[src/pcipt_pkg.sv]
// pcipt_pkg: constants, states and carrier types of the pass-through target.
// assumes the pci bus and the add-on logic both run on the one 40 MHz clock.
package pcipt_pkg;

  // ----------------------------------------------------------------
  // widths and depths
  // ----------------------------------------------------------------
  localparam int DATA_W = 32;
  localparam int WFIFO_DEPTH = 8;
  localparam int RBUF_DEPTH = 2;
  localparam int DEC_COUNT = 3;
  localparam int OPREG_SLOT = 2;

  // ----------------------------------------------------------------
  // latency limits, in pci clocks, and dword address step
  // ----------------------------------------------------------------
  localparam logic [4:0] FIRST_LAT = 5'h10;
  localparam logic [4:0] NEXT_LAT = 5'h08;
  localparam logic [31:0] DWORD_STEP = 32'h0000_0004;

  // ----------------------------------------------------------------
  // decode windows: slots 0 and 1 are pass-through regions, slot 2 the op registers
  // ----------------------------------------------------------------
  localparam logic [31:0] DEC_BASE [DEC_COUNT] = '{32'h0001_0000, 32'h0002_0000, 32'h0003_0000};
  localparam logic [31:0] DEC_MASK [DEC_COUNT] = '{32'hFFFF_F000, 32'hFFFF_FE00, 32'hFFFF_FFC0};
  localparam logic [1:0] REGION_CODE_A = 2'h1;
  localparam logic [1:0] REGION_CODE_B = 2'h2;

  // ----------------------------------------------------------------
  // op status word: write level in [3:0], read held bit 4, read request bit 5
  // ----------------------------------------------------------------
  localparam int OPST_HELD_BIT = 4;
  localparam int OPST_REQ_BIT = 5;
  localparam logic [31:0] OPST_RESET = 32'h0000_0000;

  // ----------------------------------------------------------------
  // states and carriers
  // ----------------------------------------------------------------
  typedef enum logic [2:0] {
    ST_IDLE = 3'b000,
    ST_WRITE = 3'b001,
    ST_READ = 3'b010,
    ST_OPREG = 3'b011,
    ST_STOP = 3'b100,
    ST_TURN = 3'b101
  } pcipt_state_t;

  typedef struct packed {
    logic frameN;
    logic irdyN;
    logic [3:0] cbeN;
    logic [31:0] ad;
  } pcipt_pci_in_t;

  typedef struct packed {
    logic devselN;
    logic trdyN;
    logic stopN;
    logic ctlOe;
    logic [31:0] ad;
    logic adOe;
  } pcipt_pci_out_t;

  typedef struct packed {
    logic accessPendingN;
    logic burstN;
    logic [1:0] region;
    logic isWrite;
    logic [3:0] beN;
  } pcipt_status_t;

endpackage : pcipt_pkg

[src/pcipt_fifo.sv]
// pcipt_fifo: valid/ready buffer, width and depth set by parameters.
// assumes DEPTH is a power of two; both sides on clk.
`timescale 1ns/1ps
module pcipt_fifo #(
  parameter int WIDTH = 32,
  parameter int DEPTH = 8
) (
  input wire logic clk, // system clock
  input wire logic rst, // sync reset, high
  input wire logic inValid, // word offered
  output logic inReady, // room for a word
  input wire logic [WIDTH-1:0] inData, // word in
  output logic outValid, // word held
  input wire logic outReady, // drain takes word
  output logic [WIDTH-1:0] outData, // head word
  output logic [$clog2(DEPTH):0] level // words held
);
  localparam int AW = $clog2(DEPTH);
  logic [WIDTH-1:0] mem [DEPTH];
  logic [AW-1:0] wrPtr_r;
  logic [AW-1:0] rdPtr_r;
  logic [AW:0] level_r;
  wire push = inValid & inReady;
  wire pop = outValid & outReady;

  assign inReady = level_r != (AW+1)'(DEPTH);
  assign outValid = level_r != '0;
  assign outData = mem[rdPtr_r];
  assign level = level_r;

  always_ff @(posedge clk) begin
    if (push) begin
      mem[wrPtr_r] <= inData;
    end
  end

  always_ff @(posedge clk) begin
    if (rst) begin
      wrPtr_r <= '0;
      rdPtr_r <= '0;
      level_r <= '0;
    end else begin
      wrPtr_r <= wrPtr_r + AW'(push);
      rdPtr_r <= rdPtr_r + AW'(pop);
      level_r <= level_r + (AW+1)'(push) - (AW+1)'(pop);
    end
  end
endmodule : pcipt_fifo

[src/pcipt_window_dec.sv]
// pcipt_window_dec: one address window compare, base under mask.
// assumes base bits outside the mask are zero.
`timescale 1ns/1ps
module pcipt_window_dec #(
  parameter logic [31:0] BASE = 32'h0000_0000,
  parameter logic [31:0] MASK = 32'hFFFF_F000
) (
  input wire logic [31:0] addr, // address to test
  output logic hit // address in window
);
  assign hit = (addr & MASK) == BASE;
endmodule : pcipt_window_dec

[src/pcipt_target.sv]
// pcipt_target: pci target side of the pass-through channel.
// assumes pci pins and add-on logic are synchronous to clk; pin tristate outside.
// How it works
// - claim cycles hitting a pass-through region
// - start add-on transfer only when idle
// - sample address, claim, capture address
// - writes: trdy at once into fifo
// - reads: request add-on, fetch one dword
// - detect bursts from frame and irdy
// - accept eight dwords before add-on drains
// - captured address steps each pass-through data phase
// - burst reads request next, drive data
// - first read phase over sixteen: retry
// - later read phase over eight: disconnect
// - retry is stop without any trdy
// - disconnect is stop after a transfer
// - leaving the region forces a disconnect
// - unmapped addresses never get devsel
// - write disconnect on full, retry on busy
// - continuing write resumes without disconnect
// - op registers served while add-on busy
// - add-on reads captured address directly
// - write fifo eight by thirty-two
// - pending output flags access needing service
`timescale 1ns/1ps
module pcipt_target (
  input wire logic clk, // 40 MHz clock
  input wire logic rst, // sync reset, high
  input wire pcipt_pkg::pcipt_pci_in_t pciIn, // sampled pci pins
  output pcipt_pkg::pcipt_pci_out_t pciOut, // pci drive and enables
  output pcipt_pkg::pcipt_status_t addonStatus, // pass-through status
  output logic wrOutValid, // posted write word ready
  input wire logic wrOutReady, // add-on takes word
  output logic [31:0] wrOutData, // posted write word
  input wire logic rdInValid, // add-on read word
  output logic rdInReady, // read word wanted
  input wire logic [31:0] rdInData, // read word
  input wire logic directAddressReadN, // direct address read, low
  output logic [31:0] addrBusOut, // captured address
  output logic addrBusOe // drive captured address
);
  import pcipt_pkg::*;

  // ----------------------------------------------------------------
  // state
  // ----------------------------------------------------------------
  pcipt_state_t state_r, state_nxt;
  logic [31:0] capturedAddressReg_r, capturedAddressReg_nxt;
  logic [31:0] wrAddrNext_r, wrAddrNext_nxt;
  logic [31:0] readAddr_r, readAddr_nxt;
  logic [31:0] adOut_r, adOut_nxt;
  logic [4:0] latCnt_r, latCnt_nxt;
  logic [3:0] beN_r, beN_nxt;
  logic [1:0] region_r, region_nxt;
  logic isWrite_r, isWrite_nxt;
  logic burst_r, burst_nxt;
  logic firstPhase_r, firstPhase_nxt;
  logic readReq_r, readReq_nxt;
  logic devselN_r, devselN_nxt;
  logic trdyN_r, trdyN_nxt;
  logic stopN_r, stopN_nxt;
  logic ctlOe_r, ctlOe_nxt;
  logic adOe_r, adOe_nxt;
  logic busIdle_r;
  logic darMeta_r;
  logic darSync_r;
  logic addrBusOe_r;
  pcipt_status_t status_r;
  logic wfPush;
  logic rdPop;

  // ----------------------------------------------------------------
  // address decode
  // ----------------------------------------------------------------
  logic [DEC_COUNT-1:0] hitVec;

  for (genvar g = 0; g < DEC_COUNT; g++) begin : g_dec
    pcipt_window_dec #(
      .BASE(DEC_BASE[g]),
      .MASK(DEC_MASK[g])
    ) u_dec (
      .addr(pciIn.ad),
      .hit(hitVec[g])
    );
  end

  wire addrPhase = busIdle_r & ~pciIn.frameN;
  wire ptHit = hitVec[0] | hitVec[1];
  wire opHit = hitVec[OPREG_SLOT];
  wire [1:0] hitRegion = hitVec[0] ? REGION_CODE_A : REGION_CODE_B;
  wire cmdWrite = pciIn.cbeN[0];
  wire xfer = ~pciIn.irdyN & ~trdyN_r;
  wire [31:0] capPlus4 = capturedAddressReg_r + DWORD_STEP;
  wire regSel = region_r == REGION_CODE_B;
  wire nextInRegion = (capPlus4 & DEC_MASK[regSel]) == DEC_BASE[regSel];
  wire [4:0] latLimit = firstPhase_r ? FIRST_LAT : NEXT_LAT;
  wire latExpired = latCnt_r == latLimit - 5'h01;

  // ----------------------------------------------------------------
  // buffers
  // ----------------------------------------------------------------
  logic wfInReady;
  logic [3:0] wfLevel;
  logic rbValid;
  logic [31:0] rbData;
  logic rbInReady;
  logic [1:0] rbLevel;

  pcipt_fifo #(
    .WIDTH(DATA_W),
    .DEPTH(WFIFO_DEPTH)
  ) u_wfifo (
    .clk(clk),
    .rst(rst),
    .inValid(wfPush),
    .inReady(wfInReady),
    .inData(pciIn.ad),
    .outValid(wrOutValid),
    .outReady(wrOutReady),
    .outData(wrOutData),
    .level(wfLevel)
  );

  // read words pass a two-entry buffer so a pci stall drops nothing
  pcipt_fifo #(
    .WIDTH(DATA_W),
    .DEPTH(RBUF_DEPTH)
  ) u_rbuf (
    .clk(clk),
    .rst(rst),
    .inValid(rdInValid & readReq_r),
    .inReady(rbInReady),
    .inData(rdInData),
    .outValid(rbValid),
    .outReady(rdPop),
    .outData(rbData),
    .level(rbLevel)
  );

  assign rdInReady = readReq_r & rbInReady;
  wire rdInFire = rdInValid & rdInReady;
  wire wrBusy = wfLevel != 4'h0;
  wire rdBusy = readReq_r | rbValid;
  // write at expected next address continues, unless fifo is full
  wire wrAccept = ~rdBusy & wfInReady & (~wrBusy | (pciIn.ad == wrAddrNext_r));
  // held read data serves only the matching address
  wire rdAccept = ~wrBusy & (~rdBusy | (pciIn.ad == readAddr_r));
  wire [3:0] wfAfterPush = wfLevel + 4'h1 - {3'h0, wrOutValid & wrOutReady};
  // trdy stays on while eight slots are not all taken
  wire wfRoomNext = wfAfterPush < 4'(WFIFO_DEPTH);
  wire [31:0] opStatus = {26'h0, readReq_r, rbValid, wfLevel};

  // ----------------------------------------------------------------
  // next state
  // ----------------------------------------------------------------
  always_comb begin
    state_nxt = state_r;
    capturedAddressReg_nxt = capturedAddressReg_r;
    wrAddrNext_nxt = wrAddrNext_r;
    readAddr_nxt = readAddr_r;
    adOut_nxt = adOut_r;
    latCnt_nxt = latCnt_r;
    beN_nxt = beN_r;
    region_nxt = region_r;
    isWrite_nxt = isWrite_r;
    burst_nxt = burst_r;
    firstPhase_nxt = firstPhase_r;
    readReq_nxt = rdInFire ? 1'b0 : readReq_r;
    devselN_nxt = devselN_r;
    trdyN_nxt = trdyN_r;
    stopN_nxt = stopN_r;
    ctlOe_nxt = ctlOe_r;
    adOe_nxt = adOe_r;
    wfPush = 1'b0;
    rdPop = 1'b0;
    case (state_r)
      ST_IDLE: begin
        // no hit, no devsel: initiator master-aborts
        if (addrPhase && (ptHit || opHit)) begin
          devselN_nxt = 1'b0;
          ctlOe_nxt = 1'b1;
          capturedAddressReg_nxt = pciIn.ad;
          latCnt_nxt = 5'h00;
          firstPhase_nxt = 1'b1;
          burst_nxt = 1'b0;
          if (opHit) begin
            // op registers answer regardless of add-on work
            state_nxt = ST_OPREG;
            trdyN_nxt = 1'b0;
            adOut_nxt = opStatus;
            adOe_nxt = ~cmdWrite;
          end else if (cmdWrite) begin
            if (wrAccept) begin
              state_nxt = ST_WRITE;
              trdyN_nxt = 1'b0;
              // status set on every accepted write, continuing ones included
              region_nxt = hitRegion;
              isWrite_nxt = 1'b1;
            end else begin
              state_nxt = ST_STOP;
              stopN_nxt = 1'b0;
            end
          end else if (rdAccept) begin
            state_nxt = ST_READ;
            adOe_nxt = 1'b1;
            // ask unless word held or arriving; an open request stays open
            readReq_nxt = ~rbValid & ~rdInFire;
            readAddr_nxt = pciIn.ad;
            region_nxt = hitRegion;
            isWrite_nxt = 1'b0;
          end else begin
            state_nxt = ST_STOP;
            stopN_nxt = 1'b0;
          end
        end
      end
      ST_WRITE: begin
        if (xfer) begin
          wfPush = 1'b1;
          beN_nxt = pciIn.cbeN;
          capturedAddressReg_nxt = capPlus4;
          wrAddrNext_nxt = capPlus4;
          // frame still low at a transfer means burst
          burst_nxt = burst_r | ~pciIn.frameN;
          if (pciIn.frameN) begin
            state_nxt = ST_TURN;
            trdyN_nxt = 1'b1;
            devselN_nxt = 1'b1;
          end else if (!nextInRegion || !wfRoomNext) begin
            state_nxt = ST_STOP;
            trdyN_nxt = 1'b1;
            stopN_nxt = 1'b0;
          end
        end
      end
      ST_READ: begin
        latCnt_nxt = latCnt_r + 5'h01;
        if (xfer) begin
          rdPop = 1'b1;
          trdyN_nxt = 1'b1;
          capturedAddressReg_nxt = capPlus4;
          readAddr_nxt = capPlus4;
          latCnt_nxt = 5'h00;
          firstPhase_nxt = 1'b0;
          burst_nxt = burst_r | ~pciIn.frameN;
          if (pciIn.frameN) begin
            state_nxt = ST_TURN;
            devselN_nxt = 1'b1;
          end else if (!nextInRegion) begin
            state_nxt = ST_STOP;
            stopN_nxt = 1'b0;
          end else begin
            readReq_nxt = 1'b1;
          end
        end else if (trdyN_r && rbValid) begin
          trdyN_nxt = 1'b0;
          adOut_nxt = rbData;
        end else if (trdyN_r && latExpired) begin
          // latency spent; request stays so late data is held
          state_nxt = ST_STOP;
          stopN_nxt = 1'b0;
        end
      end
      ST_OPREG: begin
        if (xfer) begin
          trdyN_nxt = 1'b1;
          if (pciIn.frameN) begin
            state_nxt = ST_TURN;
            devselN_nxt = 1'b1;
          end else begin
            // single dword only on op registers
            state_nxt = ST_STOP;
            stopN_nxt = 1'b0;
          end
        end
      end
      ST_STOP: begin
        // hold stop until the initiator drops frame
        if (pciIn.frameN) begin
          state_nxt = ST_TURN;
          stopN_nxt = 1'b1;
          devselN_nxt = 1'b1;
          trdyN_nxt = 1'b1;
        end
      end
      ST_TURN: begin
        // one cycle driving high before release
        state_nxt = ST_IDLE;
        ctlOe_nxt = 1'b0;
        adOe_nxt = 1'b0;
      end
      default: begin
        state_nxt = ST_IDLE;
        devselN_nxt = 1'b1;
        trdyN_nxt = 1'b1;
        stopN_nxt = 1'b1;
        ctlOe_nxt = 1'b0;
        adOe_nxt = 1'b0;
      end
    endcase
  end

  // ----------------------------------------------------------------
  // registers
  // ----------------------------------------------------------------
  always_ff @(posedge clk) begin
    if (rst) begin
      state_r <= ST_IDLE;
      capturedAddressReg_r <= 32'h0000_0000;
      wrAddrNext_r <= 32'h0000_0000;
      readAddr_r <= 32'h0000_0000;
      adOut_r <= OPST_RESET;
      latCnt_r <= 5'h00;
      beN_r <= 4'hF;
      region_r <= 2'h0;
      isWrite_r <= 1'b0;
      burst_r <= 1'b0;
      firstPhase_r <= 1'b1;
      readReq_r <= 1'b0;
    end else begin
      state_r <= state_nxt;
      capturedAddressReg_r <= capturedAddressReg_nxt;
      wrAddrNext_r <= wrAddrNext_nxt;
      readAddr_r <= readAddr_nxt;
      adOut_r <= adOut_nxt;
      latCnt_r <= latCnt_nxt;
      beN_r <= beN_nxt;
      region_r <= region_nxt;
      isWrite_r <= isWrite_nxt;
      burst_r <= burst_nxt;
      firstPhase_r <= firstPhase_nxt;
      readReq_r <= readReq_nxt;
    end
  end

  always_ff @(posedge clk) begin
    if (rst) begin
      devselN_r <= 1'b1;
      trdyN_r <= 1'b1;
      stopN_r <= 1'b1;
      ctlOe_r <= 1'b0;
      adOe_r <= 1'b0;
      busIdle_r <= 1'b1;
    end else begin
      devselN_r <= devselN_nxt;
      trdyN_r <= trdyN_nxt;
      stopN_r <= stopN_nxt;
      ctlOe_r <= ctlOe_nxt;
      adOe_r <= adOe_nxt;
      busIdle_r <= pciIn.frameN & pciIn.irdyN;
    end
  end

  // ----------------------------------------------------------------
  // add-on status and direct address read
  // ----------------------------------------------------------------
  // direct read pin is asynchronous, so it is synchronised first
  always_ff @(posedge clk) begin
    if (rst) begin
      darMeta_r <= 1'b1;
      darSync_r <= 1'b1;
      addrBusOe_r <= 1'b0;
    end else begin
      darMeta_r <= directAddressReadN;
      darSync_r <= darMeta_r;
      addrBusOe_r <= ~darSync_r;
    end
  end

  // pending while posted words or a read request wait
  always_ff @(posedge clk) begin
    if (rst) begin
      status_r <= '{accessPendingN: 1'b1, burstN: 1'b1, region: 2'h0, isWrite: 1'b0,
                    beN: 4'hF};
    end else begin
      status_r <= '{accessPendingN: ~(wrBusy | readReq_r), burstN: ~burst_r,
                    region: region_r, isWrite: isWrite_r, beN: beN_r};
    end
  end

  assign addonStatus = status_r;
  assign addrBusOut = capturedAddressReg_r;
  assign addrBusOe = addrBusOe_r;
  assign pciOut = '{devselN: devselN_r, trdyN: trdyN_r, stopN: stopN_r, ctlOe: ctlOe_r,
                    ad: adOut_r, adOe: adOe_r};
endmodule : pcipt_target

[config.mk]
export PLATFORM = sky130hd
export DESIGN_NAME = pcipt_target
export DESIGN_NICKNAME = d
export VERILOG_FILES = /design/src/pcipt_pkg.sv /design/src/pcipt_fifo.sv /design/src/pcipt_window_dec.sv /design/src/pcipt_target.sv
export SDC_FILE = /design/constraint.sdc
export NUM_CORES = 1
export LEC_CHECK = 0
export BUFFER_PORTS_ARGS = -buffer_cell sky130_fd_sc_hd__buf_2
export CAP_MARGIN = 0
export CORE_ASPECT_RATIO = 2
export CORE_MARGIN = 1.5
export CORE_UTILIZATION = 29
export CTS_BUF_LIST = sky130_fd_sc_hd__clkbuf_2 sky130_fd_sc_hd__clkbuf_4 sky130_fd_sc_hd__clkbuf_8
export CTS_CLUSTER_DIAMETER = 120
export DETAILED_ROUTE_END_ITERATION = 8
export PLACE_DENSITY = 0.44
export SLEW_MARGIN = 20
export SYNTH_ARGS = -nofsm -noshare
export SYNTH_HDL_FRONTEND = slang
export SYNTH_SLANG_ARGS = --single-unit
[constraint.sdc]
create_clock -name clk -period 4.84 [get_ports clk]
set_input_delay 1.452 -clock clk [delete_from_list [all_inputs] [get_ports clk]]
set_output_delay 1.452 -clock clk [all_outputs]
set_load 0.005 [all_outputs]
# Word level (Yosys, flattened, before mapping)
# Memories as Yosys holds them, arrays and structs flattened. A register that Yosys moved wholly into a read port is not among the register bits.
# Index checks and enable logic that the tools add are counted.
# totals
register_bits,178
ramBits,320
out_inout_bits,113
wordCells,267
mem_count,2
# op_classes
addsub,13
magnitude_cmp,2
eq_ne,45
muxes,108
bitwise_logic,36
reduce_logical,29
# mem_list
memory,words,width,read_ports,rd_clocked_by_memory_dff,write_ports,line,source
u_wfifo.mem,8,32,1,1,1,pcipt_fifo.sv:19,logic [WIDTH-1:0] mem [DEPTH];
u_rbuf.mem,2,32,1,1,1,pcipt_fifo.sv:19,
# ops
op,count
$mux W32,14
$pmux W32 S2,3
$bmux W32 S2,2
$eq A32 B32 Y1,3
$mux W1,56
$mux W3,16
$ne A3 B3 Y1 const B,12
$add A32 B3 Y32 const B,1
$and A32 B32 Y32,1
$ne A2 B2 Y1 const B,15
$eq A26 B12 Y1 const B,1
$eq A23 B9 Y1 const B,1
$eq A20 B5 Y1 const B,1
$mux W5,3
$pmux W3 S5,1
$reduce_and A15 Y1,1
$and A1 B1 Y1,14
$not A1 Y1,14
$pmux W1 S6,2
$pmux W1 S2,5
$pmux W5 S2,1
$reduce_and A5 Y1,2
$reduce_and A3 Y1,3
$reduce_and A9 Y1,1
35 further kinds,60

# Longest topological paths before layout
# logic_depth
word_depth,13
depth_mapped,12
mapped_depth_nobuf,12

# Hierarchy
# From an unflattened synthesis, not the netlist that was laid out.
# hier_totals
cells_unflattened,1575
hier_area_um2,21165.3
# by_module_without_submodules
mod,n_inst,cells_each,area_each_um2,seq_area_each_um2
pcipt_fifo (u_wfifo),1,435,10296.1,7887.6
pcipt_target,1,985,8120.3,3283.1
pcipt_fifo (u_rbuf),1,127,2536.2,2001.9
pcipt_window_dec (g_dec[2].u_dec),1,11,76.3,0.0
pcipt_window_dec (g_dec[1].u_dec),1,9,71.3,0.0
pcipt_window_dec (g_dec[0].u_dec),1,8,65.1,0.0

# Worst setup path after synthesis
# No wires, ideal clock.
# synth_timing
kind,in2reg
start,input port pciIn[36] (netlist name)
end,memory u_wfifo.mem[0][0] (enable)
setup_ps,461
arrival_time_ps,4662
slack_ps,-283
path_stages,6
path_cell_list,or2_2 nor2_1 nand2_1 a21oi_1 nand2b_1 nor3_1
# synth_between
elab_chain_len,7
# synth_lines
item,line,source
start: declaration,pcipt_target.sv:29,"input wire pcipt_pkg::pcipt_pci_in_t pciIn,"
$not A1 Y1,pcipt_target.sv:92,wire xfer = ~pciIn.irdyN & ~trdyN_r;
$and A1 B1 Y1,pcipt_target.sv:92,
$mux W1,pcipt_target.sv:218,if (xfer) begin
$mux W1,pcipt_target.sv:176,case (state_r)
$and A1 B1 Y1,pcipt_fifo.sv:23,wire push = inValid & inReady;
$mux W1,pcipt_fifo.sv:32,if (push) begin
$mux W1 (implied by the code),pcipt_fifo.sv:33,mem[wrPtr_r] <= inData;
end: declaration,pcipt_fifo.sv:19,
# Every way passes these cells.

==> impl_results.md <==
- Post-synthesis net count: 1738
- DRC: 30
- Routability cong.: roughly 0.84
- Area grow syn2layout: 18.34%
- Register area share after synthesis: a little over three fifths
- Clock Root Buffer: clkbuf_8
- Count of pins over their slew limit: 0
- EDFF count, synth: between 300 and 400
- Yosys warnings: 0
- Share of cells above drive strength 1: between 20% and 30%
- Worst relative slew slack: between 20% and 30%
- Worst Clk Skew: roughly 0.043 ns
- Final ANT Viol Nets: 0
- Synth unique cells: 60
- CTS tree: yes
- Crit-path max FO: 33
- Clk sink count: 498
- Max Clk Rate: roughly 240 MHz
- Failing checks: design-rule violations
- Clock Latency Late Sink: ~0.7 ns
- Ports: between 150 and 200
- Starting density of the core: 29.36%
- Vias in the first global route: around 15000
- Wire per inst: 22.40 um
- Fin Setup TNS: 0 ns
- Layout Utilization: between 30% and 40%
- Nets: between 1500 and 2000
- Rows: about 140
- Commonest non-fill, non-tap cell in the layout: edfxtp_1
- RSZ-0062 raised after global routing: false
- Vias: approximately 14000
- Crit end category: output port
- Synth area leader: edfxtp_1
- Syn Area/Cell: ~13 sq um
- I/O Buffers: ~190
- Max-cap violations: 0
- Die Wd: 193.7 um
- Detailed placement HPWL: ~43 mm
- Final period utilization: about 88%
- Grt total ovfl: 0
- 1st-iter DRT viols: roughly 730
- H-Tree Depth: 3
- Pleak: roughly 0.0086 uW
- Ys async rst share: 0%
- Tmin final: between 4 and 5 ns
- Filler Cells Inserted: between 7000 and 8000
- Sequential Area: approximately 13000 sq um
- First-pass GRT wire length: 94.61 mm
- Crit path required time: between 3 and 4 ns
- CTS resizes: 0
- Worst IR Drop VDD: about 260 uV
- Via density: between 4 and 5
- CP arrival: 2.80 ns
- Mapped Cells: ~1600
- Crit Path Class: reg2out
- Commonest cells after routing, fill and taps aside: 320 x edfxtp_1, 186 x buf_2, 185 x nor2_1
- Initial antenna violation count: 4
- Final setup fails: 0
- Post-synth top area share: a little under half
- Clk slew on worst S/H paths: about 0.060 ns
- CP startpoint kind: flop
- Global-route total usage across every layer: between 10% and 20%
- Min-Delay Path Class: reg2reg
- Top area cells in the synthesized netlist: edfxtp_1 46%, dfxtp_1 17%, mux4_2 6.8%
- Final hold vios: 0
- Drt first pass iters: 9
- Routed WL: ~63 mm
- Least-Margin Pin Slew: between 1 and 1.5 ns
- CTS hold repair buffers: 0
- FF+latch count, synth: roughly 500
- Top FF cell, synth: edfxtp_1
- Cts bufs inserted: 76
- Die span in y: ~380 um
- Area occupied by multi-input gates: 7458 sq um
- Post-Syn Area: 21090 sq um
- Core area: about 72000 sq um
- Maximum buffer depth of the clock tree: 3
- Setup bufs post-CTS: 0
- Die area: between 70000 and 80000 sq um
- Largest net degree at the start of global routing: 99
- Pwr per Cell Area: approximately 430 nW/um^2
- Status: finished with violations
==> power breakdown <==
group | switching, uW | total [uW] | internal, uW
sequential | 257 | 4920 | 4660
clock | 1740 | 3700 | 1950
combinational | 1130 | 2130 | 995
total | 3130 | 10700 | 7610
==> synth_stat cells, drive strengths merged (5+ instances only) <==
library cell / count
edfxtp: 320
nor2: 191
dfxtp: 178
nand2: 125
a21oi: 85
xor2: 84
clkbuf: 81
mux2i: 65
mux4: 64
o21ai: 48
a211oi: 44
nor3: 39
nand3: 37
mux2: 34
buf: 32
nor4: 26
xnor2: 24
inv: 20
ha: 17
nand4: 17
o211ai: 17
nor2b: 14
or2: 10
and2: 7
or3: 7
a22oi: 6
and3: 6
o31ai: 6
a311oi: 5
nand2b: 5
==> sequential cells by signal (all words and copies together), names as in the netlist, 4 cells and up <==
signal	flops
u_wfifo.level	4
wrAddrNext_r	32
latCnt_r	5
readAddr_r	32
u_rbuf.mem	64
addonStatus	9
beN_r	4
adOut_r	32
addrBusOut	32
u_wfifo.mem	256
==> critical path: stages (launching register included) <==
cell     delay [ns]
dfxtp_4        0.82
buf_12         0.29
mux4_2         0.54
mux2_2         0.29
buf_2          0.13
==> metrics by stage <==
step           area (sq um)  instances  hold WS [ns]  power, uW  setup WS, ns
6_report              24960       2826        0.3823      10740        0.5851
5_1_grt               24950       2824        0.4080      11310        0.3540
4_1_cts               24950       2823        0.3858      10950        0.4004
3_5_place_dp          23340       2681        0.3739       7194        0.3041
3_3_place_gp          23340       2681        0.3830       7173        0.3120
2_1_floorplan         21100       1645        0.3583       6320        0.5724
==> layer usage <==
metal	up-vias	global-route usage [%]	routed length [um]	share of wire, %
met5	-	0	11	0.017
met4	2	7.232	2161	3.4
met3	107	4.192	3351	5.3
met2	351	33.39	34920	55
met1	6843	17.37	22850	36
li1	6476	-	-	-
==> layout make-up <==
type | instances | share of cell area (%)
diodes | 3 | 0.03008
clock buffers | 111 | 5.495
clock inverters | 31 | 0.9426
inverters | 21 | 0.3159
multi-input cells | 1013 | 29.89
flip-flops and latches | 498 | 52.83
well taps | 916 | 4.593
repair buffers | 233 | 5.911
==> path summary, 6_finish.rpt <==
| path | start | to | slack, ns | cells past startpoint |
|---|---|---|---|---|
| max | u_wfifo.rdPtr_r[0] | wrOutData[19] | 0.59 | 4 |
| min reg2reg | darSync_r | addrBusOe | 0.38 | 1 |
| min | darSync_r | addrBusOe | 0.38 | 1 |
| max reg2reg | addrBusOut[12] | state_r[0] | 1.12 | 9 |
==> logic make-up after synthesis <==
family	Yosys count	share of synthesized area, %
adders and majority gates	18	1.104
AOI/OAI and AO/OA	229	6.788
and+or+nand+nor	495	10.81
xor gates and xnor gates	108	4.486
buffers and inverters	134	2.611
muxes	163	11.74
DFF	498	62.47
(Power assumes the default switching activity.)
